==> src/rtl/pfcr_params.svh <==
`ifndef PFCR_PARAMS_SVH
`define PFCR_PARAMS_SVH

// Configuration dword that holds control (low half) and status (high half)
`define PFCR_CMD_OFFSET 8'h04
`define PFCR_CMD_RESET 16'h0000
`define PFCR_STATUS_RESET 16'h0000

// Control field positions
`define PFCR_BIT_IO 0
`define PFCR_BIT_MEM 1
`define PFCR_BIT_INITIATOR 2
`define PFCR_BIT_SPECIAL 3
`define PFCR_BIT_INVALIDATE 4
`define PFCR_BIT_SNOOP 5
`define PFCR_BIT_PARITY 6
`define PFCR_BIT_STEPPING 7
`define PFCR_BIT_SYSERR 8
`define PFCR_BIT_BACK_TO_BACK 9

// Only bits 8, 6, 5, 2, 1, 0 store; all others read zero
`define PFCR_CMD_WRITABLE_MASK 16'h0167

// Data parity flag position inside the status half
`define PFCR_STATUS_DPAR_BIT 8

`endif

==> src/rtl/pfcr_pkg.sv <==
package pfcr_pkg;

	// One configuration access from the bus target logic
	typedef struct packed {
		logic write;
		logic read;
		logic [3:0] func;
		logic [7:0] offset;
		logic [3:0] byte_en;
		logic [31:0] wdata;
	} pfcr_cfg_req_t;

	// Per-function view of the control register
	typedef struct packed {
		logic [5:0] reserved;
		logic back_to_back_enable;
		logic system_error_driver_enable;
		logic stepping_enable;
		logic parity_response_enable;
		logic palette_snoop_enable;
		logic write_invalidate_enable;
		logic special_cycle_enable;
		logic bus_initiator_enable;
		logic mem_enable;
		logic io_enable;
	} pfcr_cmd_t;

endpackage

==> src/rtl/pfcr_func_reg.sv <==
`timescale 1ns/10ps
`include "pfcr_params.svh"

module pfcr_func_reg (
	// Clock and reset
	input wire logic sys_clk_i,
	input wire logic rst_n_i,
	// Configuration write to this function's control dword
	input wire logic wr_i,
	input wire logic [3:0] byte_en_i,
	input wire logic [31:0] wdata_i,
	// Hardware event
	input wire logic dpar_set_i,
	// State
	output pfcr_pkg::pfcr_cmd_t cmd_o,
	output logic dpar_flag_o
);

	logic [15:0] cmd;
	logic [15:0] next_cmd;
	logic dpar_flag;
	logic next_dpar_flag;
	logic dpar_clear;

	////////////////////////////////////////////////////////////////////////////
	always_comb begin
		next_cmd = cmd;
		if (wr_i) begin
			if (byte_en_i[0]) begin
				next_cmd[7:0] = wdata_i[7:0] & 8'(`PFCR_CMD_WRITABLE_MASK);
			end
			if (byte_en_i[1]) begin
				next_cmd[15:8] = wdata_i[15:8] & 8'(`PFCR_CMD_WRITABLE_MASK >> 8);
			end
		end
		// Write one clears; a same-cycle event still sets
		dpar_clear = wr_i & byte_en_i[3] & wdata_i[16 + `PFCR_STATUS_DPAR_BIT];
		next_dpar_flag = dpar_set_i | (dpar_flag & ~dpar_clear);
	end

	always_ff @(posedge sys_clk_i or negedge rst_n_i) begin
		if (!rst_n_i) begin
			cmd <= `PFCR_CMD_RESET;
			dpar_flag <= 1'b0;
		end else begin
			cmd <= next_cmd;
			dpar_flag <= next_dpar_flag;
		end
	end

	assign cmd_o = pfcr_pkg::pfcr_cmd_t'(cmd);
	assign dpar_flag_o = dpar_flag;

endmodule

==> src/rtl/pfcr_top.sv <==
`timescale 1ns/10ps
`include "pfcr_params.svh"

// Notes on behaviour
// - Each function keeps its own control register
// - Error enables read per function, act ORed
// - Bits 15 to 10 always read zero
// - Back-to-back enable bit 9 reads zero
// - Bit 8 gates the system-error driver
// - Address parity needs bits 8 and 6
// - Address parity error may assert system-error
// - Bit 6 enables parity-error and system-error reporting
// - Stepping bit 7 hardwired zero, writes ignored
// - Snoop bit 5: capture palette writes unclaimed
// - Write-invalidate bit 4 hardwired zero
// - Special-cycle bit 3 zero, never respond
// - Bus mastering only while bit 2 set
// - Memory claims only while bit 1 set
// - I/O claims only while bit 0 set
// - Data parity flag needs own mastering, bit 6

module pfcr_top #(
	parameter int NUM_FUNC = 2
) (
	// Clock and reset
	input wire logic sys_clk_i,
	input wire logic rst_n_i,
	// Configuration access
	input pfcr_pkg::pfcr_cfg_req_t cfg_req_i,
	output logic cfg_ack_o,
	output logic [31:0] cfg_rdata_o,
	// Per-function decode and master requests
	input wire logic [NUM_FUNC-1:0] io_hit_i,
	input wire logic [NUM_FUNC-1:0] mem_hit_i,
	input wire logic [NUM_FUNC-1:0] palette_write_i,
	input wire logic [NUM_FUNC-1:0] master_req_i,
	input wire logic [NUM_FUNC-1:0] master_active_i,
	// Error detection
	input wire logic addr_parity_err_i,
	input wire logic [NUM_FUNC-1:0] data_parity_err_i,
	input wire logic perr_seen_i,
	// Per-function gated outputs
	output logic [NUM_FUNC-1:0] io_claim_o,
	output logic [NUM_FUNC-1:0] mem_claim_o,
	output logic [NUM_FUNC-1:0] palette_capture_o,
	output logic [NUM_FUNC-1:0] bus_request_o,
	output logic [NUM_FUNC-1:0] write_invalidate_o,
	// Open-drain error pins
	output logic serr_n_o,
	output logic serr_oe_n_o,
	output logic perr_n_o,
	output logic perr_oe_n_o
);

	////////////////////////////////////////////////////////////////////////////
	// Decode helpers

	function automatic logic pfcr_is_cmd(input logic [7:0] offset);
		pfcr_is_cmd = (offset[7:2] == 6'(`PFCR_CMD_OFFSET >> 2));
	endfunction

	function automatic logic pfcr_func_sel(input logic [3:0] func, input int idx);
		pfcr_func_sel = (func == 4'(idx));
	endfunction

	////////////////////////////////////////////////////////////////////////////
	// Per-function registers

	pfcr_pkg::pfcr_cmd_t cmd [NUM_FUNC];
	logic [NUM_FUNC-1:0] dpar_flag;
	logic [NUM_FUNC-1:0] func_wr;
	logic [NUM_FUNC-1:0] dpar_set;
	logic [NUM_FUNC-1:0] parity_bits;
	logic [NUM_FUNC-1:0] syserr_bits;

	genvar gi;
	generate
		for (gi = 0; gi < NUM_FUNC; gi++) begin : g_func
			// Separate instance per function; nothing crosses between copies
			assign func_wr[gi] = cfg_req_i.write & pfcr_is_cmd(cfg_req_i.offset)
				& pfcr_func_sel(cfg_req_i.func, gi);
			// Any device's PERR during our own mastered transfer
			assign dpar_set[gi] = perr_seen_i & master_active_i[gi]
				& cmd[gi].parity_response_enable;
			assign parity_bits[gi] = cmd[gi].parity_response_enable;
			assign syserr_bits[gi] = cmd[gi].system_error_driver_enable;

			pfcr_func_reg u_func_reg (
				.sys_clk_i(sys_clk_i),
				.rst_n_i(rst_n_i),
				.wr_i(func_wr[gi]),
				.byte_en_i(cfg_req_i.byte_en),
				.wdata_i(cfg_req_i.wdata),
				.dpar_set_i(dpar_set[gi]),
				.cmd_o(cmd[gi]),
				.dpar_flag_o(dpar_flag[gi])
			);
		end
	endgenerate

	////////////////////////////////////////////////////////////////////////////
	// Shared error enables

	logic parity_any;
	logic syserr_any;

	assign parity_any = |parity_bits;
	assign syserr_any = |syserr_bits;

	////////////////////////////////////////////////////////////////////////////
	// Configuration read path

	logic cfg_ack;
	logic next_cfg_ack;
	logic [31:0] cfg_rdata;
	logic [31:0] next_cfg_rdata;

	always_comb begin
		next_cfg_ack = cfg_req_i.read | cfg_req_i.write;
		next_cfg_rdata = cfg_rdata;
		if (cfg_req_i.read) begin
			// Unmapped offsets and absent functions read zero
			next_cfg_rdata = 32'h00000000;
			for (int f = 0; f < NUM_FUNC; f++) begin
				if (pfcr_is_cmd(cfg_req_i.offset) && pfcr_func_sel(cfg_req_i.func, f)) begin
					next_cfg_rdata[15:0] = 16'(cmd[f]);
					next_cfg_rdata[31:16] = `PFCR_STATUS_RESET;
					next_cfg_rdata[16 + `PFCR_STATUS_DPAR_BIT] = dpar_flag[f];
				end
			end
		end
	end

	always_ff @(posedge sys_clk_i or negedge rst_n_i) begin
		if (!rst_n_i) begin
			cfg_ack <= 1'b0;
			cfg_rdata <= 32'h00000000;
		end else begin
			cfg_ack <= next_cfg_ack;
			cfg_rdata <= next_cfg_rdata;
		end
	end

	assign cfg_ack_o = cfg_ack;
	assign cfg_rdata_o = cfg_rdata;

	////////////////////////////////////////////////////////////////////////////
	// Claim and master gating

	logic [NUM_FUNC-1:0] io_claim;
	logic [NUM_FUNC-1:0] next_io_claim;
	logic [NUM_FUNC-1:0] mem_claim;
	logic [NUM_FUNC-1:0] next_mem_claim;
	logic [NUM_FUNC-1:0] palette_capture;
	logic [NUM_FUNC-1:0] next_palette_capture;
	logic [NUM_FUNC-1:0] bus_request;
	logic [NUM_FUNC-1:0] next_bus_request;
	logic [NUM_FUNC-1:0] write_invalidate;
	logic [NUM_FUNC-1:0] next_write_invalidate;

	always_comb begin
		for (int f = 0; f < NUM_FUNC; f++) begin
			// Palette writes live in I/O space; snooping takes them unclaimed
			next_io_claim[f] = cmd[f].io_enable & (io_hit_i[f] | palette_write_i[f])
				& ~(palette_write_i[f] & cmd[f].palette_snoop_enable);
			next_palette_capture[f] = palette_write_i[f]
				& cmd[f].palette_snoop_enable;
			next_mem_claim[f] = cmd[f].mem_enable & mem_hit_i[f];
			next_bus_request[f] = cmd[f].bus_initiator_enable & master_req_i[f];
			// Stored bit is always zero, so masters use plain memory writes
			next_write_invalidate[f] = cmd[f].write_invalidate_enable;
		end
	end

	always_ff @(posedge sys_clk_i or negedge rst_n_i) begin
		if (!rst_n_i) begin
			io_claim <= '0;
			mem_claim <= '0;
			palette_capture <= '0;
			bus_request <= '0;
			write_invalidate <= '0;
		end else begin
			io_claim <= next_io_claim;
			mem_claim <= next_mem_claim;
			palette_capture <= next_palette_capture;
			bus_request <= next_bus_request;
			write_invalidate <= next_write_invalidate;
		end
	end

	assign io_claim_o = io_claim;
	assign mem_claim_o = mem_claim;
	assign palette_capture_o = palette_capture;
	assign bus_request_o = bus_request;
	assign write_invalidate_o = write_invalidate;

	////////////////////////////////////////////////////////////////////////////
	// Error pin drivers

	logic serr_drive;
	logic next_serr_drive;
	logic perr_drive;
	logic next_perr_drive;

	always_comb begin
		// System-error driver stays off unless bit 8 and bit 6 are both on somewhere; parity-error driver needs bit 6 only
		next_serr_drive = addr_parity_err_i & syserr_any & parity_any;
		next_perr_drive = (|data_parity_err_i) & parity_any;
	end

	always_ff @(posedge sys_clk_i or negedge rst_n_i) begin
		if (!rst_n_i) begin
			serr_drive <= 1'b0;
			perr_drive <= 1'b0;
		end else begin
			serr_drive <= next_serr_drive;
			perr_drive <= next_perr_drive;
		end
	end

	// Open drain: level low while enabled, released otherwise
	assign serr_n_o = 1'b0;
	assign serr_oe_n_o = ~serr_drive;
	assign perr_n_o = 1'b0;
	assign perr_oe_n_o = ~perr_drive;

endmodule

==> config.mk <==
export PLATFORM = sky130hd
export DESIGN_NAME = pfcr_top
export DESIGN_NICKNAME = d
export VERILOG_FILES = /design/src/rtl/pfcr_pkg.sv /design/src/rtl/pfcr_func_reg.sv /design/src/rtl/pfcr_top.sv
export VERILOG_INCLUDE_DIRS = /design/src /design/src/rtl
export SDC_FILE = /design/constraint.sdc
export NUM_CORES = 1
export LEC_CHECK = 0
export BUFFER_PORTS_ARGS = -buffer_cell sky130_fd_sc_hd__buf_2
export CORE_UTILIZATION = 52
export CTS_BUF_LIST = sky130_fd_sc_hd__clkbuf_8
export DETAILED_ROUTE_END_ITERATION = 10
export PLACE_DENSITY = 0.94
export SYNTH_ARGS = -nofsm -noshare
export SYNTH_HDL_FRONTEND = slang
export SYNTH_HIERARCHICAL = 1
export SYNTH_SLANG_ARGS = --single-unit
==> constraint.sdc <==
create_clock -name sys_clk_i -period 1.5 [get_ports sys_clk_i]
set_clock_uncertainty 0.1 [all_clocks]
set_input_delay 0.3 -clock sys_clk_i [delete_from_list [all_inputs] [get_ports sys_clk_i]]
set_output_delay 0.3 -clock sys_clk_i [all_outputs]
set_load 0.01 [all_outputs]
# [After elaboration in Yosys (flattened, before gate mapping)]
# Cells that the tools add are included.
[totals] reg_bits=57 in_bits=66 output_inout_bits=47 word_cells=65
[op_classes] eq_ne=2 n_mux=2 n_bitwise=37 n_reduce_logical=10
[ops] cell="$mux W25" count=2
[ops] cell="$and A1 B1 Y1" count=26
[ops] cell="$reduce_and A2 Y1" count=4
[ops] cell="$eq A6 B1 Y1 const B" count=1
[ops] cell="$not A1 Y1" count=6
[ops] cell="$reduce_or A2 Y1" count=3
[ops] cell="$or A1 B1 Y1" count=5
[ops] cell="$eq A4 B1 Y1 const B" count=1
[ops] cell="$logic_not A4 Y1" count=1
[ops] cell="$logic_and A1 B1 Y1" count=2

# [Logic depth before layout (Yosys ltp)]
# Gate-level depths: netlist of run 1.
[logic_depth] depth_word=8 ltp_mapped=6 mapped_depth_nobuf=4

# [Modules after synthesis]
# Netlist of run 1, hierarchy kept.
[by_module_without_submodules] mod="pfcr_top" n_inst=1 cells_per_inst=134 area_each_um2=1630.3 seq_area_each_um2=750.7
[by_module_without_submodules] mod="pfcr_func_reg" n_inst=2 cells_per_inst=28 area_each_um2=367.9 seq_area_each_um2=175.2

# [Worst setup path after synthesis of run 1]
# Ideal clock, no wire load.
[synth_path] path_type="input to register" from="input port cfg_req_i[42] (netlist name)" to="register g_func[1].u_func_reg.cmd[0]" setup_time_ps=125 arrival_ps=2119 required_time_ps=1275 slack_ps=-844 cell_stages=6 n_path_buf=2 cell_sequence="or4_4 -> buf_6 -> buf_12 -> nor4_1 -> nand2_4 -> mux2_4"
[synth_via] elab_chain_len=4
[synth_rtl] item="from (decl)" line="pfcr_top.sv:29" text="input pfcr_pkg::pfcr_cfg_req_t cfg_req_i,"
[synth_rtl] item="$eq A6 B1 Y1" line="pfcr_top.sv:59" text="pfcr_is_cmd = (offset[7:2] == 6'(`PFCR_CMD_OFFSET >> 2));"
[synth_rtl] item="$and A1 B1 Y1" line="pfcr_top.sv:80" text="assign func_wr[gi] = cfg_req_i.write & pfcr_is_cmd(cfg_req_i.offset)"
[synth_rtl] item="$and A1 B1 Y1" line="pfcr_top.sv:81" text="& pfcr_func_sel(cfg_req_i.func, gi);"
[synth_rtl] item="named net func_wr[1]" line="pfcr_top.sv:71" text="logic [NUM_FUNC-1:0] func_wr;"
[synth_rtl] item="$reduce_and A2 Y1 (no source line)"
[synth_rtl] item="to (signal assigned)" line="pfcr_func_reg.sv:43" text="cmd <= `PFCR_CMD_RESET;"
[synth_rtl] item="to (signal assigned)" line="pfcr_func_reg.sv:46" text="cmd <= next_cmd;"
[synth_rtl] item="to (decl)" line="pfcr_func_reg.sv:19" text="logic [15:0] cmd;"
# The timed path passes the listed nets, and every way through them passes these cells.
# A chain may end at the register's enable or synchronous reset.

# [Worst setup path in the final report of run 1]
[layout_path] from="input port cfg_req_i[42] (netlist name)" to="register g_func[1].u_func_reg.cmd[5]"
# The elaborated chain is that of the path after synthesis.

==> impl_metrics.env, run 1 <==
export IMPL_worst_hold_path_type="in -> reg"
export IMPL_drtPass1Iterations=4
export IMPL_area_sequential_um2=1101
export IMPL_tritoncts="built"
export IMPL_area_growth_syn_to_layout_pct=18.67
export IMPL_main_combinational_cell_family_by_area_after_synthesis="buffers and inverters"
export IMPL_count_of_final_setup_violators=14
export IMPL_fin_nets=329
export IMPL_cp_required_ns=1.58
export IMPL_io_pin_count=113
export IMPL_maximum_number_of_pins_on_one_net_before_global_route_repair=28
export IMPL_wl_um=4434
export IMPL_synth_compound_area_share=0.1158
export IMPL_number_of_global_route_vias_before_repair=1500
export IMPL_synthXorXnorAreaFrac=0
export IMPL_main_synth_ff_type="sky130_fd_sc_hd__dfrtp_1"
export IMPL_netlist_cell_type_count=28
export IMPL_first_pass_grt_wire_length_um=7334
export IMPL_core_region_area_um2=4354
export IMPL_worstPathMaxFanout=5
export IMPL_synth_fa_ha_area_frac=0
export IMPL_reg2reg_depth=2
export IMPL_syn_cell_area_um2=2366
export IMPL_synthArstFlopShare=1.000
export IMPL_synth_top_area_cell="sky130_fd_sc_hd__dfrtp_1"
export IMPL_dp_hpwl_um=3286
export IMPL_total_placed_instance_area_um2=2666
export IMPL_yosys_area_top_type_share=0.4654
export IMPL_dp_cells=307
export IMPL_end_kind="register"
export IMPL_peakVddDrop_mv=0.3339
export IMPL_routed_vias_inst=4.788
export IMPL_worstPathArrival_ns=1.70
export IMPL_antenna_left=0
export IMPL_via_count=1513
export IMPL_initial_core_util=0.5434
export IMPL_yosys_warnings=6
export IMPL_num_antenna_cells=0
export IMPL_hold_path_depth=2
export IMPL_timing_hold_violations_final=0
export IMPL_powerDensity_nw_per_um2=787.2
export IMPL_number_of_antenna_violations_at_the_first_check_in_global_routing=0
export IMPL_clock_sinks=44
export IMPL_synthesis_instances=190
export IMPL_run_status="finished with violations"
export IMPL_numPortBuffers=67
export IMPL_total_power_mw=2.210
export IMPL_insertion_delay_ns=0.30
export IMPL_drive_above_1_share=0.4545
export IMPL_fill_cells=339
export IMPL_post_route_period_util=1.079
export IMPL_synth_edf_count=0
export IMPL_clock_fmax_mhz=617.8
export IMPL_unrepaired_setup_endpoints_after_global_routing="true"
export IMPL_max_cap_violations=0
export IMPL_die_extent_in_y_um=69.46
export IMPL_synth_area_per_cell_um2=12.45
export IMPL_cts_clk_slew_worst_paths_ns=0.09
export IMPL_static_leakage_power_nw=1.586
export IMPL_synth_sequential_area_ratio=0.4654
export IMPL_synth_mux_area_frac=0.1449
export IMPL_hold_ws_ns=0.09366
export IMPL_avgRoutedWirePerCell_um=14.03
export IMPL_initialDrtViolationCount=62
export IMPL_cts_inserted_buffers=5
export IMPL_final_instance_count_excl_fill=316
export IMPL_fin_crit_ns=1.619
export IMPL_worst_slack_ns=-0.1186
export IMPL_grt_usage=0.1976
export IMPL_floorplan_die_width_um=69.46
export IMPL_grt_overflow_total=0
export IMPL_clk_path_buf_depth=2
export IMPL_timing_max_transition_violations_final=0
export IMPL_clock_h_tree_levels=2
export IMPL_cp_start_kind="primary input"
export IMPL_design_die_area_um2=4824
export IMPL_timing_setup_critical_path_class="in -> reg"
export IMPL_final_cell_area_um2=2808
export IMPL_post_synthesis_sequential_element_count=44
export IMPL_drc=0
export IMPL_synthSimpleGateAreaFrac=0.1174
export IMPL_cts_root_buf="sky130_fd_sc_hd__clkbuf_8"
export IMPL_globalplace_congestion=0.7790
export IMPL_violations="negative setup slack"
export IMPL_netlist_top_cells_area="sky130_fd_sc_hd__dfrtp_1, sky130_fd_sc_hd__buf_4, sky130_fd_sc_hd__mux2i_1"
export IMPL_standard_cell_row_count=24
export IMPL_multi_input_gate_area_um2=1094
Yosys cell counts (3+ instances only):
cell type                  number
sky130_fd_sc_hd__dfrtp_1       44
sky130_fd_sc_hd__buf_4         39
sky130_fd_sc_hd__nand2b_1      21
sky130_fd_sc_hd__mux2i_1       17
sky130_fd_sc_hd__mux2_4        10
sky130_fd_sc_hd__o41ai_2       10
sky130_fd_sc_hd__o41ai_1        7
sky130_fd_sc_hd__and2_1         6
sky130_fd_sc_hd__buf_2          4
sky130_fd_sc_hd__conb_1         3
sky130_fd_sc_hd__inv_1          3
per-layer routing:
metal / share of wire / vias to the layer above / wire length, µm / global-route usage
met5: 0 / - / 0 / 0
met4: 0.0070 / 0 / 31 / 0.06576
met3: 0.055 / 4 / 242 / 0.05669
met2: 0.49 / 65 / 2194 / 0.3204
met1: 0.44 / 709 / 1964 / 0.2543
li1: - / 735 / - / -
cell families (layout without fill, tap and decap cells):
family	count (synthesis)	after routing
muxes	29	29
and+or+nand+nor	42	42
DFF	44	44
AOI/OAI and AO/OA	23	23
buffers and inverters	49	89
other	3	37
timing repair:
action	4_1_cts	5_1_grt
pin swaps	0	2
resized for setup	6	0
hold endpoints to repair	17	0
hold buffers	1	0
setup buffers	0	0
endpoints found under the setup margin	16	15
worst max-delay path, cell delays in order:
cell and delay [ns]:
sky130_fd_sc_hd__buf_6 0.09, sky130_fd_sc_hd__or4_4 0.58, sky130_fd_sc_hd__nor4_4 0.27, sky130_fd_sc_hd__nand2_4 0.14
sky130_fd_sc_hd__mux2_4 0.32
layout by cell type (no fill, tap or decap):
cell | Yosys | layout
sky130_fd_sc_hd__conb_1 | 3 | 37
sky130_fd_sc_hd__or4_4 | 1 | 1
sky130_fd_sc_hd__mux2i_1 | 17 | 17
sky130_fd_sc_hd__dfrtp_1 | 44 | 44
sky130_fd_sc_hd__and2_1 | 6 | 6
sky130_fd_sc_hd__clkbuf_8 | 0 | 6
sky130_fd_sc_hd__nand2_4 | 2 | 2
sky130_fd_sc_hd__mux2_2 | 2 | 2
sky130_fd_sc_hd__or2_2 | 1 | 1
sky130_fd_sc_hd__buf_2 | 4 | 66
sky130_fd_sc_hd__dlygate4sd3_1 | 0 | 1
sky130_fd_sc_hd__buf_12 | 1 | 1
sky130_fd_sc_hd__inv_1 | 3 | 3
sky130_fd_sc_hd__a21o_1 | 2 | 2
sky130_fd_sc_hd__or3b_4 | 0 | 2
sky130_fd_sc_hd__o41ai_2 | 10 | 12
sky130_fd_sc_hd__buf_6 | 1 | 1
sky130_fd_sc_hd__nand3_2 | 0 | 2
sky130_fd_sc_hd__o221a_2 | 1 | 1
sky130_fd_sc_hd__clkinvlp_4 | 0 | 2
sky130_fd_sc_hd__and3_1 | 2 | 2
sky130_fd_sc_hd__or3b_1 | 1 | 1
sky130_fd_sc_hd__buf_4 | 39 | 9
sky130_fd_sc_hd__a21boi_0 | 2 | 2
sky130_fd_sc_hd__nand2_1 | 2 | 2
sky130_fd_sc_hd__o22a_1 | 1 | 1
sky130_fd_sc_hd__o41ai_1 | 7 | 5
sky130_fd_sc_hd__nor4_4 | 0 | 2
sky130_fd_sc_hd__mux2_4 | 10 | 10
sky130_fd_sc_hd__nand2b_1 | 21 | 21
final cells by class:
type	instances	share of cell area
repair buffers	78	0.1564
clock buffers	6	0.02941
flip-flops and latches	44	0.3922
multi-input cells	131	0.3895
well taps	52	0.02317
clock inverters	2	0.005348
inverters	3	0.004011
where the power goes:
group          internal (mW)  switching (mW)  leakage (nW)
clock network          0.373           0.405        0.0434
registers               1.20         0.00559         0.606
logic                 0.0956           0.135         0.937
worst paths after layout:
path / startpoint / endpoint / slack (ns)
setup / recovery: cfg_req_i[42] / g_func[1].u_func_reg/cmd_o[5] / -0.12
hold / removal: cfg_req_i[49] / cfg_ack_o / 0.09
setup reg to reg: g_func[0].u_func_reg/cmd_o[0] / cfg_rdata_o[0] / 0.47
hold reg to reg: g_func[0].u_func_reg/dpar_flag_o / g_func[0].u_func_reg/dpar_flag_o / 0.38
max in group asynchronous: rst_n_i / io_claim_o[0] / 0.45
min in group asynchronous: rst_n_i / g_func[1].u_func_reg/cmd_o[8] / 0.37
registers in the layout (all words and copies together), names as in the netlist:
name and count:
io_claim_o 2, serr_drive 1, bus_request_o 2, cfg_ack_o 1
palette_capture_o 2, mem_claim_o 2, write_invalidate_o 2, cfg_rdata_o 17
perr_drive 1, g_func.u_func_reg/cmd_o 12, g_func.u_func_reg/dpar_flag_o 2
stage by stage:
stage / TNS, ns / setup slack, ns / utilization
2_1_floorplan: -6.100 / -0.4681 / -
3_3_place_gp: -7.529 / -0.4726 / 0.6124
3_5_place_dp: -8.413 / -0.5290 / 0.6124
4_1_cts: -1.087 / -0.1118 / 0.6448
5_1_grt: -1.822 / -0.1622 / 0.6448
6_report: -1.173 / -0.1186 / 0.6448
No activity file was read; power rests on OpenSTA's default activity.
==> run 2: changes to the inputs <==
--- a/config.mk
+++ b/config.mk
@@ -13,2 +13,3 @@
 export PLACE_DENSITY = 0.94
+export SETUP_SLACK_MARGIN = 0.3
 export SYNTH_ARGS = -nofsm -noshare
--- a/constraint.sdc
+++ b/constraint.sdc
@@ -4,2 +4,2 @@
 set_output_delay 0.3 -clock sys_clk_i [all_outputs]
-set_load 0.01 [all_outputs]
+set_load 0.1 [all_outputs]
==> run 2 against run 1 <==
The flow still finishes with violations (negative setup slack). Sequential power about the same. Count of clock-buffer cells in the layout decreased by 1. Cell area increased by 23%. Flip-flop and latch count unchanged. First-iteration DRC count increased by 110%. Non-clock buffer count increased by 6. Register-to-register slack got worse by 0.13 ns. Critical path type unchanged. Critical endpoint is now g_func[0].u_func_reg/cmd_o[1]. Largest cell class is now multi-input combinational cells. Largest power group unchanged.
==> impl_metrics.env, run 2 (synthesis results as in run 1) <==
export IMPL_rrSetupSlack_ns=0.34
export IMPL_maximum_number_of_pins_on_one_net_before_global_route_repair=29
export IMPL_most_frequent_cells_in_the_layout="sky130_fd_sc_hd__conb_1, sky130_fd_sc_hd__buf_2, sky130_fd_sc_hd__buf_12, sky130_fd_sc_hd__dfrtp_2, sky130_fd_sc_hd__nand2b_1"
export IMPL_worst_slack_ns=-0.1756
export IMPL_peakVddDrop_mv=0.5161
export IMPL_fill_cells=224
export IMPL_design_die_area_um2=4824
export IMPL_num_antenna_cells=0
export IMPL_worstReg2RegStart="g_func[0].u_func_reg/cmd_o[1]"
export IMPL_routed_vias_inst=5.283
export IMPL_violations="negative setup slack"
export IMPL_clock_sinks=44
export IMPL_clock_fmax_mhz=596.8
export IMPL_cp_start_kind="primary input"
export IMPL_worst_hold_path_type="in -> reg"
export IMPL_tritoncts="built"
export IMPL_unrepaired_setup_endpoints_after_global_routing="true"
export IMPL_cts_root_buf="sky130_fd_sc_hd__clkbuf_8"
export IMPL_drc=0
export IMPL_cp_required_ns=1.58
export IMPL_via_count=1701
export IMPL_worstPathArrival_ns=1.76
export IMPL_total_power_mw=2.579
export IMPL_setup_slack_after_placement_ns=-0.5340
export IMPL_static_leakage_power_nw=1.793
export IMPL_initialDrtViolationCount=129
export IMPL_floorplan_die_width_um=69.46
export IMPL_finalCoreUtilization=0.7914
export IMPL_first_pass_grt_wire_length_um=9384
export IMPL_io_pin_count=113
export IMPL_setup_worst_path_start="cfg_req_i[42]"
export IMPL_timing_max_transition_violations_final=0
export IMPL_avgRoutedWirePerCell_um=19.08
export IMPL_fin_nets=335
export IMPL_hold_path_depth=2
export IMPL_critical_path_reg2reg_endpoint="cfg_rdata_o[1]"
export IMPL_timing_hold_violations_final=0
export IMPL_powerDensity_nw_per_um2=748.4
export IMPL_grt_overflow_total=0
export IMPL_max_cap_violations=0
export IMPL_number_of_global_route_vias_before_repair=1863
export IMPL_count_of_final_setup_violators=16
export IMPL_critical_path_endpoint="g_func[0].u_func_reg/cmd_o[1]"
export IMPL_run_status="finished with violations"
export IMPL_wl_um=6143
export IMPL_core_region_area_um2=4354
export IMPL_die_extent_in_y_um=69.46
export IMPL_initial_core_util=0.5434
export IMPL_clk_path_buf_depth=2
export IMPL_cts_clk_slew_worst_paths_ns=0.08
export IMPL_flip_flop_count_of_the_largest_register_all_copies_and_words_added=17
export IMPL_fin_crit_ns=1.676
export IMPL_number_of_antenna_violations_at_the_first_check_in_global_routing=0
export IMPL_antenna_left=0
export IMPL_most_common_library_cell_in_the_layout_ignoring_fill_and_taps="sky130_fd_sc_hd__conb_1"
export IMPL_end_kind="register"
export IMPL_cts_inserted_buffers=5
export IMPL_worstPathMaxFanout=5
export IMPL_reg2reg_depth=2
export IMPL_insertion_delay_ns=0.30
export IMPL_area_growth_syn_to_layout_pct=45.64
export IMPL_globalplace_congestion=0.7706
export IMPL_grt_usage=0.2585
export IMPL_timing_setup_critical_path_class="in -> reg"
export IMPL_drive_above_1_share=0.5741
export IMPL_clock_h_tree_levels=2
export IMPL_standard_cell_row_count=24
export IMPL_drtPass1Iterations=4
export IMPL_numPortBuffers=67
export IMPL_dp_hpwl_um=3565
export IMPL_post_route_period_util=1.117
run 2: cell types whose count changed in the layout (fill, tap and decap cells not counted), moves of 2 or more:
cell,previous run,this run
sky130_fd_sc_hd__buf_12,1,32
sky130_fd_sc_hd__buf_2,66,36
sky130_fd_sc_hd__buf_4,9,12
sky130_fd_sc_hd__buf_6,1,3
sky130_fd_sc_hd__dfrtp_1,44,16
sky130_fd_sc_hd__dfrtp_2,0,28
sky130_fd_sc_hd__nand3_2,2,0
sky130_fd_sc_hd__nand3_4,0,2
sky130_fd_sc_hd__o41ai_2,12,8
sky130_fd_sc_hd__o41ai_4,0,4
run 2: how the worst min path moves through the flow:
stage                               start          endpoint  slack [ns]
after detailed placement          rst_n_i        perr_drive        0.16
after CTS                    mem_hit_i[0]    mem_claim_o[0]        0.11
final                     master_req_i[1]  bus_request_o[1]        0.12
after global routing        cfg_req_i[49]         cfg_ack_o        0.12
after global placement            rst_n_i        perr_drive        0.15
after floorplan                   rst_n_i  bus_request_o[0]        -0.1
run 2: repair_timing:
action,4_1_cts,5_1_grt
hold endpoints to repair,16,0
resized for setup,104,15
endpoints found under the setup margin,51,51
pin swaps,1,1
buffers inserted,1,4
hold buffers,1,0
run 2: per-layer routing:
metal	vias to the layer above	wire length (µm)	track usage
li1	744	-	-
met1	849	2291	0.2869
met2	88	3221	0.4391
met3	20	368	0.05669
met4	0	262	0.1791
met5	-	0	0
run 2: through the flow:
step / hold WS (ns) / std cells / setup TNS, ns / area, µm²
4_1_cts: 0.1092 / 318 / -1.266 / 3309
3_5_place_dp: 0.1602 / 308 / -8.495 / 2791
3_3_place_gp: 0.1507 / 308 / -7.504 / 2791
5_1_grt: 0.1212 / 322 / -1.943 / 3446
6_report: 0.1218 / 322 / -1.710 / 3446
2_1_floorplan: -0.09559 / 224 / -6.100 / 2586
run 2: critical path, cell delays in order:
cell and delay [ns]:
sky130_fd_sc_hd__buf_6 0.09, sky130_fd_sc_hd__or4_4 0.58, sky130_fd_sc_hd__nor4_4 0.29, sky130_fd_sc_hd__nand2_4 0.15, sky130_fd_sc_hd__mux2_4 0.34
run 2: final cells by class:
class	instances	area, µm²	share of cell area
clock inverter	3	37.54	0.01089
inverter	3	18.77	0.005447
timing repair buffer	84	954.7	0.2771
multi-input combinational	131	1165	0.3381
clock buffer	5	68.82	0.01997
sequential	44	1136	0.3297
tap	52	65.06	0.01888
run 2: where the power goes:
| group | leakage, nW | switching, mW | total, mW | internal (mW) |
|---|---|---|---|---|
| clock | 0.0607 | 0.406 | 0.891 | 0.485 |
| combinational | 1.17 | 0.362 | 0.481 | 0.119 |
| sequential | 0.561 | 0.0101 | 1.21 | 1.20 |
